$ cat config.mk
export PLATFORM = sky130hd
export DESIGN_NAME = input_override_occupancy_regs
export DESIGN_NICKNAME = d
export VERILOG_FILES = /design/src/include/input_conditioning_pkg.sv /design/src/logic/input_override_occupancy_regs.sv /design/src/logic/occupancy_hold_timer.sv
export SDC_FILE = /design/constraint.sdc
export NUM_CORES = 1
export LEC_CHECK = 0
export BUFFER_PORTS_ARGS = -buffer_cell sky130_fd_sc_hd__buf_2
export CAP_MARGIN = 5
export CORE_MARGIN = 2
export CORE_UTILIZATION = 35
export CTS_BUF_LIST = sky130_fd_sc_hd__clkbuf_2 sky130_fd_sc_hd__clkbuf_4 sky130_fd_sc_hd__clkbuf_8
export CTS_CLUSTER_DIAMETER = 200
export CTS_CLUSTER_SIZE = 25
export DETAILED_ROUTE_END_ITERATION = 12
export GPL_TIMING_DRIVEN = 0
export PLACE_DENSITY_LB_ADDON = 0.08
export SYNTH_ARGS = -nofsm -noshare
export SYNTH_HDL_FRONTEND = slang
export SYNTH_HIERARCHICAL = 1
export SYNTH_SLANG_ARGS = --single-unit
$ cat constraint.sdc
create_clock -name clk_i -period 2.84 [get_ports clk_i]
set_input_delay 0.426 -clock clk_i [delete_from_list [all_inputs] [get_ports clk_i]]
set_output_delay 0.426 -clock clk_i [all_outputs]
set_load 0.005 [all_outputs]
$ cat src/include/input_conditioning_pkg.sv
`default_nettype none

package input_conditioning_pkg;

   // Counts of conditioned inputs.
   localparam int SWITCH_COUNT    = 4;
   localparam int OCCUPANCY_COUNT = 2;
   localparam int REG_WIDTH       = 16;

   // Register offsets on the field-bus register port.
   localparam logic [15:0] SWITCH_INPUT_LEVELS_ADDR       = 16'h7559;
   localparam logic [15:0] OCCUPANCY_RAW_LEVELS_ADDR      = 16'h755B;
   localparam logic [15:0] OCCUPANCY_FILTERED_LEVELS_ADDR = 16'h75C4;
   localparam logic [15:0] SWITCH_INPUT_OVERRIDES_ADDR    = 16'h9CA5;
   localparam logic [15:0] SWITCH_INPUT_LOCKOUT_ADDR      = 16'h9CA6;
   localparam logic [15:0] OCCUPANCY1_CONTACT_TYPE_ADDR   = 16'h9CA7;
   localparam logic [15:0] OCCUPANCY2_CONTACT_TYPE_ADDR   = 16'h9CA8;
   localparam logic [15:0] OCCUPANCY1_HOLD_SECONDS_ADDR   = 16'h9CAB;
   localparam logic [15:0] OCCUPANCY2_HOLD_SECONDS_ADDR   = 16'h9CAC;
   localparam logic [15:0] LIGHTING_BUS_COMMAND_ADDR      = 16'h9D3D;

   // Field positions in the lighting command register.
   localparam int BUS1_LIT_STATE_BIT   = 0;
   localparam int BUS1_RECALL_EDGE_BIT = 1;
   localparam int BUS1_OFF_EDGE_BIT    = 2;

   // Reset values and contact-type codes.
   localparam logic [15:0] LOCKOUT_RESET       = 16'h0000;
   localparam logic [15:0] OVERRIDE_RESET      = 16'h0000;
   localparam logic [15:0] CONTACT_NORM_OPEN   = 16'h0005;
   localparam logic [15:0] CONTACT_NORM_CLOSED = 16'h0006;
   localparam logic [15:0] HOLD_SECONDS_RESET  = 16'h012C;

   // Seconds tick derived from the 50 MHz system clock.
   localparam longint CLK_HZ           = 50_000_000;
   localparam longint SECOND_TICK_S    = 1;
   localparam longint SECOND_CYCLES_DF = SECOND_TICK_S * CLK_HZ;

endpackage : input_conditioning_pkg

`default_nettype wire

$ cat src/logic/input_override_occupancy_regs.sv
`default_nettype none

module input_override_occupancy_regs
   import input_conditioning_pkg::*;
#(
   parameter longint SECOND_CYCLES = SECOND_CYCLES_DF
)
(
   input  wire logic                       clk_i,
   input  wire logic                       nrst_i,
   input  wire logic [SWITCH_COUNT-1:0]    switch_input_i,
   input  wire logic [OCCUPANCY_COUNT-1:0] occupancy_input_i,
   input  wire logic                       bus1_lit_state_i,
   input  wire logic [15:0]                reg_addr_i,
   input  wire logic                       reg_wr_i,
   input  wire logic                       reg_rd_i,
   input  wire logic [REG_WIDTH-1:0]       reg_wdata_i,
   output logic      [REG_WIDTH-1:0]       reg_rdata_o,
   output logic                            reg_ack_o,
   output logic                            reg_err_o,
   output logic      [SWITCH_COUNT-1:0]    switch_level_o,
   output logic      [SWITCH_COUNT-1:0]    switch_change_o,
   output logic      [OCCUPANCY_COUNT-1:0] occupancy_active_o,
   output logic                            bus1_all_off_strobe_o,
   output logic                            bus1_recall_scene_strobe_o
);

   localparam logic [31:0] SECOND_LAST = 32'(SECOND_CYCLES - 1);

   // Pin synchronisers and the stored previous switch values.
   logic [SWITCH_COUNT-1:0]    sw_meta_ff;
   logic [SWITCH_COUNT-1:0]    sw_sync_ff;
   logic [SWITCH_COUNT-1:0]    sw_prev_ff;
   logic [OCCUPANCY_COUNT-1:0] occ_meta_ff;
   logic [OCCUPANCY_COUNT-1:0] occ_sync_ff;

   // Software-visible registers.
   logic [REG_WIDTH-1:0]       override_ff;
   logic [REG_WIDTH-1:0]       lockout_ff;
   logic [REG_WIDTH-1:0]       contact_type_ff [OCCUPANCY_COUNT];
   logic [REG_WIDTH-1:0]       hold_seconds_ff [OCCUPANCY_COUNT];
   logic                       recall_edge_ff;
   logic                       off_edge_ff;

   // Conditioned switch state and lighting strobes.
   logic [SWITCH_COUNT-1:0]    switch_level_ff;
   logic [SWITCH_COUNT-1:0]    switch_change_ff;
   logic                       all_off_ff;
   logic                       recall_ff;

   // Seconds tick and bus answer.
   logic [31:0]                sec_cnt_ff;
   logic                       tick_ff;
   logic [REG_WIDTH-1:0]       rdata_ff;
   logic                       ack_ff;
   logic                       err_ff;

   // Decode and combinational helpers.
   logic                       hit_override;
   logic                       hit_lockout;
   logic                       hit_command;
   logic [OCCUPANCY_COUNT-1:0] hit_type;
   logic [OCCUPANCY_COUNT-1:0] hit_hold;
   logic                       addr_mapped;
   logic                       addr_writable;
   logic                       wr_ok;
   logic [OCCUPANCY_COUNT-1:0] motion;
   logic [REG_WIDTH-1:0]       nxt_rdata;
   logic                       nxt_all_off;
   logic                       nxt_recall;

   // Switch and occupancy contacts are asynchronous pins, so two flops come first.
   always_ff @(posedge clk_i or negedge nrst_i)
   begin
      if (!nrst_i)
      begin
         sw_meta_ff  <= '0;
         sw_sync_ff  <= '0;
         sw_prev_ff  <= '0;
         occ_meta_ff <= '0;
         occ_sync_ff <= '0;
      end
      else
      begin
         sw_meta_ff  <= switch_input_i;
         sw_sync_ff  <= sw_meta_ff;
         sw_prev_ff  <= sw_sync_ff;
         occ_meta_ff <= occupancy_input_i;
         occ_sync_ff <= occ_meta_ff;
      end
   end

   // Address decode for the register port.
   always_comb
   begin
      hit_override  = (reg_addr_i == SWITCH_INPUT_OVERRIDES_ADDR);
      hit_lockout   = (reg_addr_i == SWITCH_INPUT_LOCKOUT_ADDR);
      hit_command   = (reg_addr_i == LIGHTING_BUS_COMMAND_ADDR);
      hit_type[0]   = (reg_addr_i == OCCUPANCY1_CONTACT_TYPE_ADDR);
      hit_type[1]   = (reg_addr_i == OCCUPANCY2_CONTACT_TYPE_ADDR);
      hit_hold[0]   = (reg_addr_i == OCCUPANCY1_HOLD_SECONDS_ADDR);
      hit_hold[1]   = (reg_addr_i == OCCUPANCY2_HOLD_SECONDS_ADDR);
      addr_writable = hit_override || hit_lockout || hit_command || (|hit_type) || (|hit_hold);
      addr_mapped   = addr_writable
                      || (reg_addr_i == SWITCH_INPUT_LEVELS_ADDR)
                      || (reg_addr_i == OCCUPANCY_RAW_LEVELS_ADDR)
                      || (reg_addr_i == OCCUPANCY_FILTERED_LEVELS_ADDR);
      wr_ok         = reg_wr_i && addr_writable;
   end

   // Switch override and lockout registers; lockout clears to all unblocked.
   always_ff @(posedge clk_i or negedge nrst_i)
   begin
      if (!nrst_i)
      begin
         override_ff <= OVERRIDE_RESET;
         lockout_ff  <= LOCKOUT_RESET;
      end
      else
      begin
         if (wr_ok && hit_override)
         begin
            override_ff <= {{(REG_WIDTH-SWITCH_COUNT){1'b0}}, reg_wdata_i[SWITCH_COUNT-1:0]};
         end
         if (wr_ok && hit_lockout)
         begin
            lockout_ff <= {{(REG_WIDTH-SWITCH_COUNT){1'b0}}, reg_wdata_i[SWITCH_COUNT-1:0]};
         end
      end
   end

   // Occupancy configuration: contact type and hold seconds per input.
   generate
      for (genvar k = 0; k < OCCUPANCY_COUNT; k++)
      begin : g_occ_cfg
         always_ff @(posedge clk_i or negedge nrst_i)
         begin
            if (!nrst_i)
            begin
               contact_type_ff[k] <= CONTACT_NORM_CLOSED;
               hold_seconds_ff[k] <= HOLD_SECONDS_RESET;
            end
            else
            begin
               if (wr_ok && hit_type[k])
               begin
                  contact_type_ff[k] <= reg_wdata_i;
               end
               if (wr_ok && hit_hold[k])
               begin
                  hold_seconds_ff[k] <= reg_wdata_i;
               end
            end
         end

         // A normally open sensor closes on motion; any other code is taken as normally closed.
         assign motion[k] = (contact_type_ff[k] == CONTACT_NORM_OPEN) ? occ_sync_ff[k] : !occ_sync_ff[k];

         occupancy_hold_timer u_hold
         (
            .clk_i          (clk_i),
            .nrst_i         (nrst_i),
            .motion_i       (motion[k]),
            .tick_i         (tick_ff),
            .hold_seconds_i (hold_seconds_ff[k]),
            .active_o       (occupancy_active_o[k])
         );
      end
   endgenerate

   // Conditioned switch level: the latest of a contact edge or an override write wins; the write wins if both come in one cycle.
   // Both are dropped while the input is locked, so the held level stays put.
   always_ff @(posedge clk_i or negedge nrst_i)
   begin
      if (!nrst_i)
      begin
         switch_level_ff  <= '0;
         switch_change_ff <= '0;
      end
      else
      begin
         for (int i = 0; i < SWITCH_COUNT; i++)
         begin
            switch_change_ff[i] <= 1'b0;
            if (lockout_ff[i])
            begin
               switch_level_ff[i] <= switch_level_ff[i];
            end
            else if (wr_ok && hit_override)
            begin
               switch_level_ff[i]  <= reg_wdata_i[i];
               switch_change_ff[i] <= reg_wdata_i[i] != switch_level_ff[i];
            end
            else if (sw_sync_ff[i] != sw_prev_ff[i])
            begin
               switch_level_ff[i]  <= sw_sync_ff[i];
               switch_change_ff[i] <= sw_sync_ff[i] != switch_level_ff[i];
            end
         end
      end
   end

   // Lighting command decode. Off takes priority if one write asks for both,
   // which leaves the lights dark rather than racing two frames.
   always_comb
   begin
      nxt_all_off = 1'b0;
      nxt_recall  = 1'b0;
      if (wr_ok && hit_command)
      begin
         if (bus1_lit_state_i && !reg_wdata_i[BUS1_LIT_STATE_BIT])
         begin
            nxt_all_off = 1'b1;
         end
         if (!bus1_lit_state_i && reg_wdata_i[BUS1_LIT_STATE_BIT])
         begin
            nxt_recall = 1'b1;
         end
         if (reg_wdata_i[BUS1_RECALL_EDGE_BIT] && !recall_edge_ff)
         begin
            nxt_recall = 1'b1;
         end
         if (reg_wdata_i[BUS1_OFF_EDGE_BIT] && !off_edge_ff)
         begin
            nxt_all_off = 1'b1;
         end
         if (nxt_all_off)
         begin
            nxt_recall = 1'b0;
         end
      end
   end

   // Edge-command bits are kept so the next write can be compared against them.
   always_ff @(posedge clk_i or negedge nrst_i)
   begin
      if (!nrst_i)
      begin
         recall_edge_ff <= 1'b0;
         off_edge_ff    <= 1'b0;
         all_off_ff     <= 1'b0;
         recall_ff      <= 1'b0;
      end
      else
      begin
         if (wr_ok && hit_command)
         begin
            recall_edge_ff <= reg_wdata_i[BUS1_RECALL_EDGE_BIT];
            off_edge_ff    <= reg_wdata_i[BUS1_OFF_EDGE_BIT];
         end
         all_off_ff <= nxt_all_off;
         recall_ff  <= nxt_recall;
      end
   end

   // Free-running seconds tick; the count is a parameter so simulation can shorten it.
   always_ff @(posedge clk_i or negedge nrst_i)
   begin
      if (!nrst_i)
      begin
         sec_cnt_ff <= '0;
         tick_ff    <= 1'b0;
      end
      else if (sec_cnt_ff >= SECOND_LAST)
      begin
         sec_cnt_ff <= '0;
         tick_ff    <= 1'b1;
      end
      else
      begin
         sec_cnt_ff <= sec_cnt_ff + 32'h0000_0001;
         tick_ff    <= 1'b0;
      end
   end

   // Read data mux; unused bits read as zero.
   always_comb
   begin
      nxt_rdata = '0;
      case (reg_addr_i)
         SWITCH_INPUT_LEVELS_ADDR:
         begin
            nxt_rdata[SWITCH_COUNT-1:0] = sw_sync_ff;
         end
         OCCUPANCY_RAW_LEVELS_ADDR:
         begin
            nxt_rdata[OCCUPANCY_COUNT-1:0] = occ_sync_ff;
         end
         OCCUPANCY_FILTERED_LEVELS_ADDR:
         begin
            nxt_rdata[OCCUPANCY_COUNT-1:0] = occupancy_active_o;
         end
         SWITCH_INPUT_OVERRIDES_ADDR:
         begin
            nxt_rdata = override_ff;
         end
         SWITCH_INPUT_LOCKOUT_ADDR:
         begin
            nxt_rdata = lockout_ff;
         end
         OCCUPANCY1_CONTACT_TYPE_ADDR:
         begin
            nxt_rdata = contact_type_ff[0];
         end
         OCCUPANCY2_CONTACT_TYPE_ADDR:
         begin
            nxt_rdata = contact_type_ff[1];
         end
         OCCUPANCY1_HOLD_SECONDS_ADDR:
         begin
            nxt_rdata = hold_seconds_ff[0];
         end
         OCCUPANCY2_HOLD_SECONDS_ADDR:
         begin
            nxt_rdata = hold_seconds_ff[1];
         end
         LIGHTING_BUS_COMMAND_ADDR:
         begin
            nxt_rdata[BUS1_LIT_STATE_BIT]   = bus1_lit_state_i;
            nxt_rdata[BUS1_RECALL_EDGE_BIT] = recall_edge_ff;
            nxt_rdata[BUS1_OFF_EDGE_BIT]    = off_edge_ff;
         end
         default:
         begin
            nxt_rdata = '0;
         end
      endcase
   end

   // One-cycle answer for every access; unmapped addresses and writes to
   // read-only registers are refused with the error pulse instead of ack.
   always_ff @(posedge clk_i or negedge nrst_i)
   begin
      if (!nrst_i)
      begin
         rdata_ff <= '0;
         ack_ff   <= 1'b0;
         err_ff   <= 1'b0;
      end
      else
      begin
         ack_ff <= (reg_rd_i && addr_mapped) || wr_ok;
         err_ff <= (reg_rd_i && !addr_mapped) || (reg_wr_i && !addr_writable);
         if (reg_rd_i)
         begin
            rdata_ff <= nxt_rdata;
         end
      end
   end

   assign reg_rdata_o                = rdata_ff;
   assign reg_ack_o                  = ack_ff;
   assign reg_err_o                  = err_ff;
   assign switch_level_o             = switch_level_ff;
   assign switch_change_o            = switch_change_ff;
   assign bus1_all_off_strobe_o      = all_off_ff;
   assign bus1_recall_scene_strobe_o = recall_ff;

endmodule // input_override_occupancy_regs

`default_nettype wire

$ cat src/logic/occupancy_hold_timer.sv
`default_nettype none

module occupancy_hold_timer
   import input_conditioning_pkg::*;
(
   input  wire logic                 clk_i,
   input  wire logic                 nrst_i,
   input  wire logic                 motion_i,
   input  wire logic                 tick_i,
   input  wire logic [REG_WIDTH-1:0] hold_seconds_i,
   output logic                      active_o
);

   logic [REG_WIDTH-1:0] remain_ff;
   logic                 active_ff;

   // Motion reloads the full hold time; each seconds tick counts one down.
   // The first tick after motion may come early, so the light stays on between
   // hold-1 and hold seconds after the last motion is seen.
   always_ff @(posedge clk_i or negedge nrst_i)
   begin
      if (!nrst_i)
      begin
         remain_ff <= '0;
      end
      else if (motion_i)
      begin
         remain_ff <= hold_seconds_i;
      end
      else if (tick_i && (remain_ff != '0))
      begin
         remain_ff <= remain_ff - 16'h0001;
      end
   end

   // Active while motion is present or the hold time has not run out.
   always_ff @(posedge clk_i or negedge nrst_i)
   begin
      if (!nrst_i)
      begin
         active_ff <= 1'b0;
      end
      else
      begin
         active_ff <= motion_i || (remain_ff > 16'h0001) || ((remain_ff == 16'h0001) && !tick_i);
      end
   end

   assign active_o = active_ff;

endmodule // occupancy_hold_timer

`default_nettype wire

# --- Word level (Yosys, flattened, before mapping) ---
# Cells that the tools add are included.
word_totals:
  register_bits: 185
  output_inout_bits: 30
  inputBits: 43
op_classes:
  muxes: 40
  n_lt_le_gt_ge: 3
  n_eq_ne: 26
  bitwise: 4
  reduce_logical: 55
  addsub: 3
ops:
  columns: ["operator", "n"]
  rows:
  - ["16-bit == test, second input constant", 7]
  - ["16-bit two-way mux", 4]
  - ["16-bit by 15-bit == test with 1-bit output, second input constant", 3]
  - ["12-bit case mux with 4 select lines", 1]
  - ["32-bit by 1-bit adder with 32-bit output, second input constant", 1]
  - ["16-bit by 1-bit == test with 1-bit output, second input constant", 2]
  - ["16-bit by 3-bit == test with 1-bit output, second input constant", 2]
  - ["32-bit by 26-bit >= comparator with 1-bit output, second input constant", 1]
  - ["16-bit by 1-bit greater-than comparator with 1-bit output, second input constant", 2]
  - ["32-bit two-way mux", 1]
  - ["16-bit nonzero test", 2]
  - ["16-bit by 1-bit subtractor with 16-bit output, second input constant", 2]
  - ["1-bit two-way mux", 31]
  - ["2-bit case mux with 10 select lines", 1]
  - ["1-bit logical AND", 19]
  - ["1-bit logical OR", 13]
  - ["1-bit inequality test", 12]
  - ["2-bit nonzero test", 6]
  - ["1-bit logical NOT", 9]
  - ["1-bit case mux with 8 select lines", 1]
  - ["2-bit AND reduction", 4]
  - ["1-bit case mux with 7 select lines", 1]
  - ["1-bit NOT", 4]
  - ["2-bit OR reduction", 2]

# --- Logic depth before layout (Yosys ltp) ---
logic_depth:
  word_depth: 11
  depth_mapped: 7
  mapped_depth_nobuf: 6

# --- Modules after synthesis ---
# Netlist, hierarchy kept.
modules_own_cells:
  columns: ["module", "cells_each", "seq_area_each_um2", "area_per_inst_um2", "n_inst"]
  rows:
  - ["input_override_occupancy_regs", 575, 3793.6, 7118.1, 1]
  - ["occupancy_hold_timer", 122, 425.4, 1098.6, 2]

# --- Least setup slack after synthesis ---
# No wires, ideal clock.
synth_path:
  path_type: "reg-to-reg"
  start: "register g_occ_cfg[1].u_hold.remain_ff[0]"
  end: "register g_occ_cfg[1].u_hold.remain_ff[12]"
  setup_time_ns: 0.104
  path_buffers: 0
  arrival_ns: 2.063
  path_slack_ns: 0.673
  period_less_slack_ns: 2.167
  path_stages_with_launch: 7
  path_cell_list: "dfrtp_1 inv_1 ha_1 or3b_1 or3_1 or4_1 o311ai_1"
synth_via:
  elab_chain_cells: 3
  elab_cells_between_ends: 6
  classes_between: "1 x add/sub; 2 x mux; 3 x reduce/logical"
synth_rtl:
  columns: ["element", "line_no", "text"]
  rows:
  - ["start, declared", "occupancy_hold_timer.sv:14", "logic [REG_WIDTH-1:0] remain_ff;"]
  - ["start signal, assigned", "occupancy_hold_timer.sv:28", "remain_ff <= hold_seconds_i;"]
  - ["start signal, assigned", "occupancy_hold_timer.sv:32", "remain_ff <= remain_ff - 16'h0001;"]
  - ["16-bit by 1-bit subtractor with 16-bit output or 16-bit nonzero test (tied branches)", "occupancy_hold_timer.sv:32, occupancy_hold_timer.sv:30", null]
  - ["16-bit two-way mux or 1-bit logical AND (tied branches)", "occupancy_hold_timer.sv:30", "else if (tick_i && (remain_ff != '0))"]
  - ["16-bit two-way mux or 2-bit nonzero test (tied branches)", null, null]
# Parallel ways exist; a longest one is shown, timed or not. The select of a mux whose other input is x is not followed.
# A chain may end at the register's enable or synchronous reset.

# --- Worst setup path after layout ---
layout_path:
  start: "register contact_type_ff[28] (netlist bit)"
  end: "register g_occ_cfg[0].u_hold.remain_ff[2]"
layout_via:
  elab_chain_cells: 3
  elab_cells_between_ends: 4
  classes_between: "1 x eq/ne; 2 x mux; 1 x reduce/logical"
layout_rtl:
  columns: ["element", "line_no", "text"]
  rows:
  - ["start, declared", "input_override_occupancy_regs.sv:40", "logic [REG_WIDTH-1:0] contact_type_ff [OCCUPANCY_COUNT];"]
  - ["start signal, assigned by index", "input_override_occupancy_regs.sv:147", "contact_type_ff[k] <= reg_wdata_i;"]
  - ["16-bit by 3-bit == test with 1-bit output *", "input_override_occupancy_regs.sv:157", "assign motion[k] = (contact_type_ff[k] == CONTACT_NORM_OPEN) ? occ_sync_ff[k] : !occ_sync_ff[k];"]
  - ["1-bit two-way mux *", "input_override_occupancy_regs.sv:157", null]
  - ["named net motion[0]", "input_override_occupancy_regs.sv:67", "logic [OCCUPANCY_COUNT-1:0] motion;"]
  - ["16-bit two-way mux or 2-bit nonzero test (tied branches)", null, null]
  - ["end signal, assigned", "occupancy_hold_timer.sv:28", null]
  - ["end signal, assigned", "occupancy_hold_timer.sv:32", null]
  - ["end, declared", "occupancy_hold_timer.sv:14", null]
# Mark *: on every way through the listed nets, which the timed path passes. The rest lies on a longest branch.

==> run_results.csv <==
group,metric,value,unit
worst_setup_path,cp.required,3160,ps
die,initial_core_util,0.356,
sta,min_period,2530,ps
power,netSwitchingPower,1.60,mW
worst_hold_path,hp-class,"in -> reg",
logic_synthesis,synth.top_cell.area_share,0.465,
routing,route.detailed.drc,4,
sta,hold_violations,0,
sta,whs,56.3,ps
power,ir_worst_vdd,381,uV
worst_hold_path,min_from,"switch_input_i[3]",
routing,num_vias,6730,
cells_and_area,fillers,2600,
cells_and_area,final_common_cell,"dfrtp_1",
logic_synthesis,synth_cells,819,
die,rows,59,
sta,setup_viol,0,
global_route,grt_max_degree,110,
worst_setup_path,r2r_start,"contact_type_ff[28]",
sta,fin_crit_sh,0.892,
cts,root_buffer,"clkbuf_8",
cells_and_area,fin_nets,962,
cells_and_area,final_cell_count_no_fill,1260,
cts,tritoncts,"done",
die,core,26100,sq um
logic_synthesis,syn_area,9320,sq um
worst_setup_path,end_kind,"flip-flop",
routing,finalWirelength,24.7,mm
sta,maxSlewViolCount,0,
cells_and_area,syn_to_final_growth,13.7,%
logic_synthesis,avgSynthCellArea,11.4,sq um
sta,worstMarginPinSlew,864,ps
worst_setup_path,r2r_slack,310,ps
sta,clock.fmax,395,MHz
power,power,5.68,mW
logic_synthesis,yosys-top-cells-area,"dfrtp_1 46%, mux2_4 6.4%, mux2_2 5.9%, dfstp_2 3.4%, nor2_1 3.1%",
logic_synthesis,ys_ff_latch,185,
routing,viasPerCell,5.34,
status,status,"finished, violations left",
global_route,grt_usage,0.183,
place,hpwl,18.1,mm
cts,clk_pin_slew,100,ps
cts,post_cts_resized,0,
routing,antenna_left,0,
power,p_int,4.08,mW
worst_setup_path,worstPathCellList,"nor4_1 > nand4_1 > xnor2_1 > clkbuf_1 > clkbuf_1 > o21ai_0",
cts,clock_sinks,185,
sta,finalClockSkew,20.0,ps
worst_setup_path,r2r_cells,6,
worst_setup_path,crit_slowest_cell,"clkbuf_1",
flow_run,cap_violations,0,
cts,cts_buffers,17,
die,die-area,27900,sq um
worst_hold_path,min_delay_path_depth,1,
logic_synthesis,ys_types,76,
power,clkPwrFrac,0.360,
cells_and_area,layout-drive-gt1-share,0.264,
logic_synthesis,ys_seq_area_frac,0.499,
cells_and_area,final_cell_mix,"173 x dfrtp_1, 77 x nor2_1, 75 x buf_2, 59 x nand2_1, 49 x mux2_2",
worst_setup_path,crit_arrival,2860,ps
routing,dr.pass1.iters,12,
global_route,grt_pass1_vias,6710,
routing,wl_per_cell,19.6,um
worst_setup_path,path_class,"reg -> reg",
sta,slew_headroom,0.419,
logic_synthesis,yosys.area.top_type,"dfrtp_1",
logic_synthesis,async_reset_ff_frac,1.00,
place,placed_cells,1227,
power,power_per_cell_area,536,nW/um^2
sta,rsz0062_at_grt,"no",
cts,clockBufferDepth,2,
place,place_congestion,0.779,
global_route,antenna_found_initial,0,
place,io_buffers,67,
worst_setup_path,max_stage_delay,440,ps
global_route,grt-ovfl-total,0,
logic_synthesis,synth_ff_type,"dfrtp_1",
die,fp.dieH,167,um
worst_setup_path,path_common_cell,"clkbuf_1",
power,p_leak,4.72,nW
worst_setup_path,path_max_fanout,10,
die,die_w,167,um
worst_setup_path,startpoint_type,"flip-flop",
worst_setup_path,reg2reg_to,"g_occ_cfg[0].u_hold/remain_ff[2]",
worst_hold_path,hold_end,"sw_meta_ff[3]",
global_route,grt_pass1_wl,39.7,mm
cells_and_area,antenna_cells,0,
status,failed_checks,"design-rule violations",
logic_synthesis,ys.warnings.count,6,
cts,htreeDepth,4,
power,share_comb_of_total_power,0.137,
power,pwr-share-seq,0.503,
routing,initialDrtViolationCount,486,
logic_synthesis,synth-edff-count,0,
sta,fin_setup_tns,0,ps
cts,clock_latency,470,ps
power,netSwitchingFraction,0.282,
die,ios,73,
-- flip-flops by register name, indices dropped and copies added (netlist names), 4 cells and up --
name / count
contact_type_ff: 32
g_occ_cfg.u_hold/remain_ff: 32
hold_seconds_ff: 32
lockout_ff: 4
override_ff: 4
reg_rdata_o: 16
sec_cnt_ff: 32
sw_meta_ff: 4
sw_prev_ff: 4
sw_sync_ff: 4
switch_change_o: 4
switch_level_o: 4
-- layer usage --
layer / up-vias / GRT usage / part of all wire
met2: 134 / 0.270 / 0.44
met5: - / 0 / 0
met4: 0 / 0.0363 / 0.0092
met3: 15 / 0.0352 / 0.038
met1: 3347 / 0.279 / 0.51
li1: 3234 / - / -
-- worst max-delay path, delay by kind of cell (launching register included) --
family / cells / cell delay (ps)
compound gates: 1 / 170
simple gates: 2 / 580
flops: 1 / 420
xor+xnor: 1 / 350
buf+inv: 2 / 880
-- layout make-up --
type | instances | area [sq um] | area share
multi-input cells | 586 | 4410 | 0.417
repair buffers | 69 | 383 | 0.0362
clock buffers | 21 | 270 | 0.0255
plain buffers | 35 | 210 | 0.0199
well taps | 335 | 419 | 0.0396
flip-flops and latches | 185 | 4640 | 0.439
clock inverters | 11 | 183 | 0.0173
inverters | 18 | 67.6 | 0.00638
-- cell families (layout without fill, tap and decap cells) --
kind of cell / count (synthesis) / count (layout) / share of synthesized area
AO/OA/AOI/OAI: 140 / 140 / 0.108
XOR/XNOR: 35 / 35 / 0.0329
adder cells (fa/ha/maj): 7 / 7 / 0.00940
buffers and inverters: 53 / 154 / 0.0298
flip-flops: 185 / 185 / 0.499
multiplexers: 98 / 98 / 0.133
other: 1 / 6 / 0.000403
AND/OR/NAND/NOR: 300 / 300 / 0.188
-- timing repair --
action | in CTS | in global routing
endpoints found under the hold margin | 74 | 0
buffers inserted | 0 | 0
hold buffers | 1 | 0
-- power groups by stage --
| stage | clock [mW] | sequential [mW] | combinational [mW] |
|---|---|---|---|
| 2_1_floorplan | 0 | 2.88 | 0.495 |
| 6_report | 2.04 | 2.86 | 0.780 |
| 3_5_place_dp | 0 | 2.90 | 0.778 |
| 3_3_place_gp | 0 | 2.90 | 0.775 |
| 4_1_cts | 2.11 | 2.85 | 0.783 |
| 5_1_grt | 2.21 | 2.87 | 0.875 |
-- how the worst max path moves through the flow --
stage                                           startpoint  cells after the start                                end
final                                  contact_type_ff[28]                      6   g_occ_cfg[0].u_hold/remain_ff[2]
after global routing                   contact_type_ff[18]                      6   g_occ_cfg[0].u_hold/remain_ff[2]
after CTS                              contact_type_ff[28]                      6   g_occ_cfg[0].u_hold/remain_ff[2]
after detailed placement               contact_type_ff[18]                      6   g_occ_cfg[0].u_hold/remain_ff[2]
after global placement                              nrst_i                      1                      sw_meta_ff[2]
after floorplan           g_occ_cfg[1].u_hold/remain_ff[0]                      6  g_occ_cfg[1].u_hold/remain_ff[12]
-- through the flow --
stage           util  instance area (sq um)  worst slack (ps)
2_1_floorplan      -                   9330               673
3_3_place_gp   0.386                  10100             -1970
3_5_place_dp   0.387                  10100               307
4_1_cts        0.405                  10600               297
5_1_grt        0.405                  10600              13.0
6_report       0.405                  10600               306
-- synthesized netlist by cell type (all sizes together) (3+ instances only) --
cell type  instances
buf               18
a211oi            11
nand4b             3
a41oi              4
xor2               8
and2               5
nor3b              5
a22oi              6
inv               18
and4               6
nor4              18
and3b              5
or4               10
nand3b             3
nand3             22
nor4b              9
xnor2             27
mux2              89
dfrtp            173
a21oi             29
a222oi            11
o22a               4
nor2              77
a31oi             18
and3               5
o311ai            14
nor3              12
dfstp             12
nand2             61
o31ai              3
clkbuf            17
nand2b            12
ha                 7
o41ai              7
mux2i              9
nand4             17
nor2b              5
o21ai             19
or3               12
a41o               3
a2bb2oi            3
No activity file was read; power rests on OpenSTA's default activity.
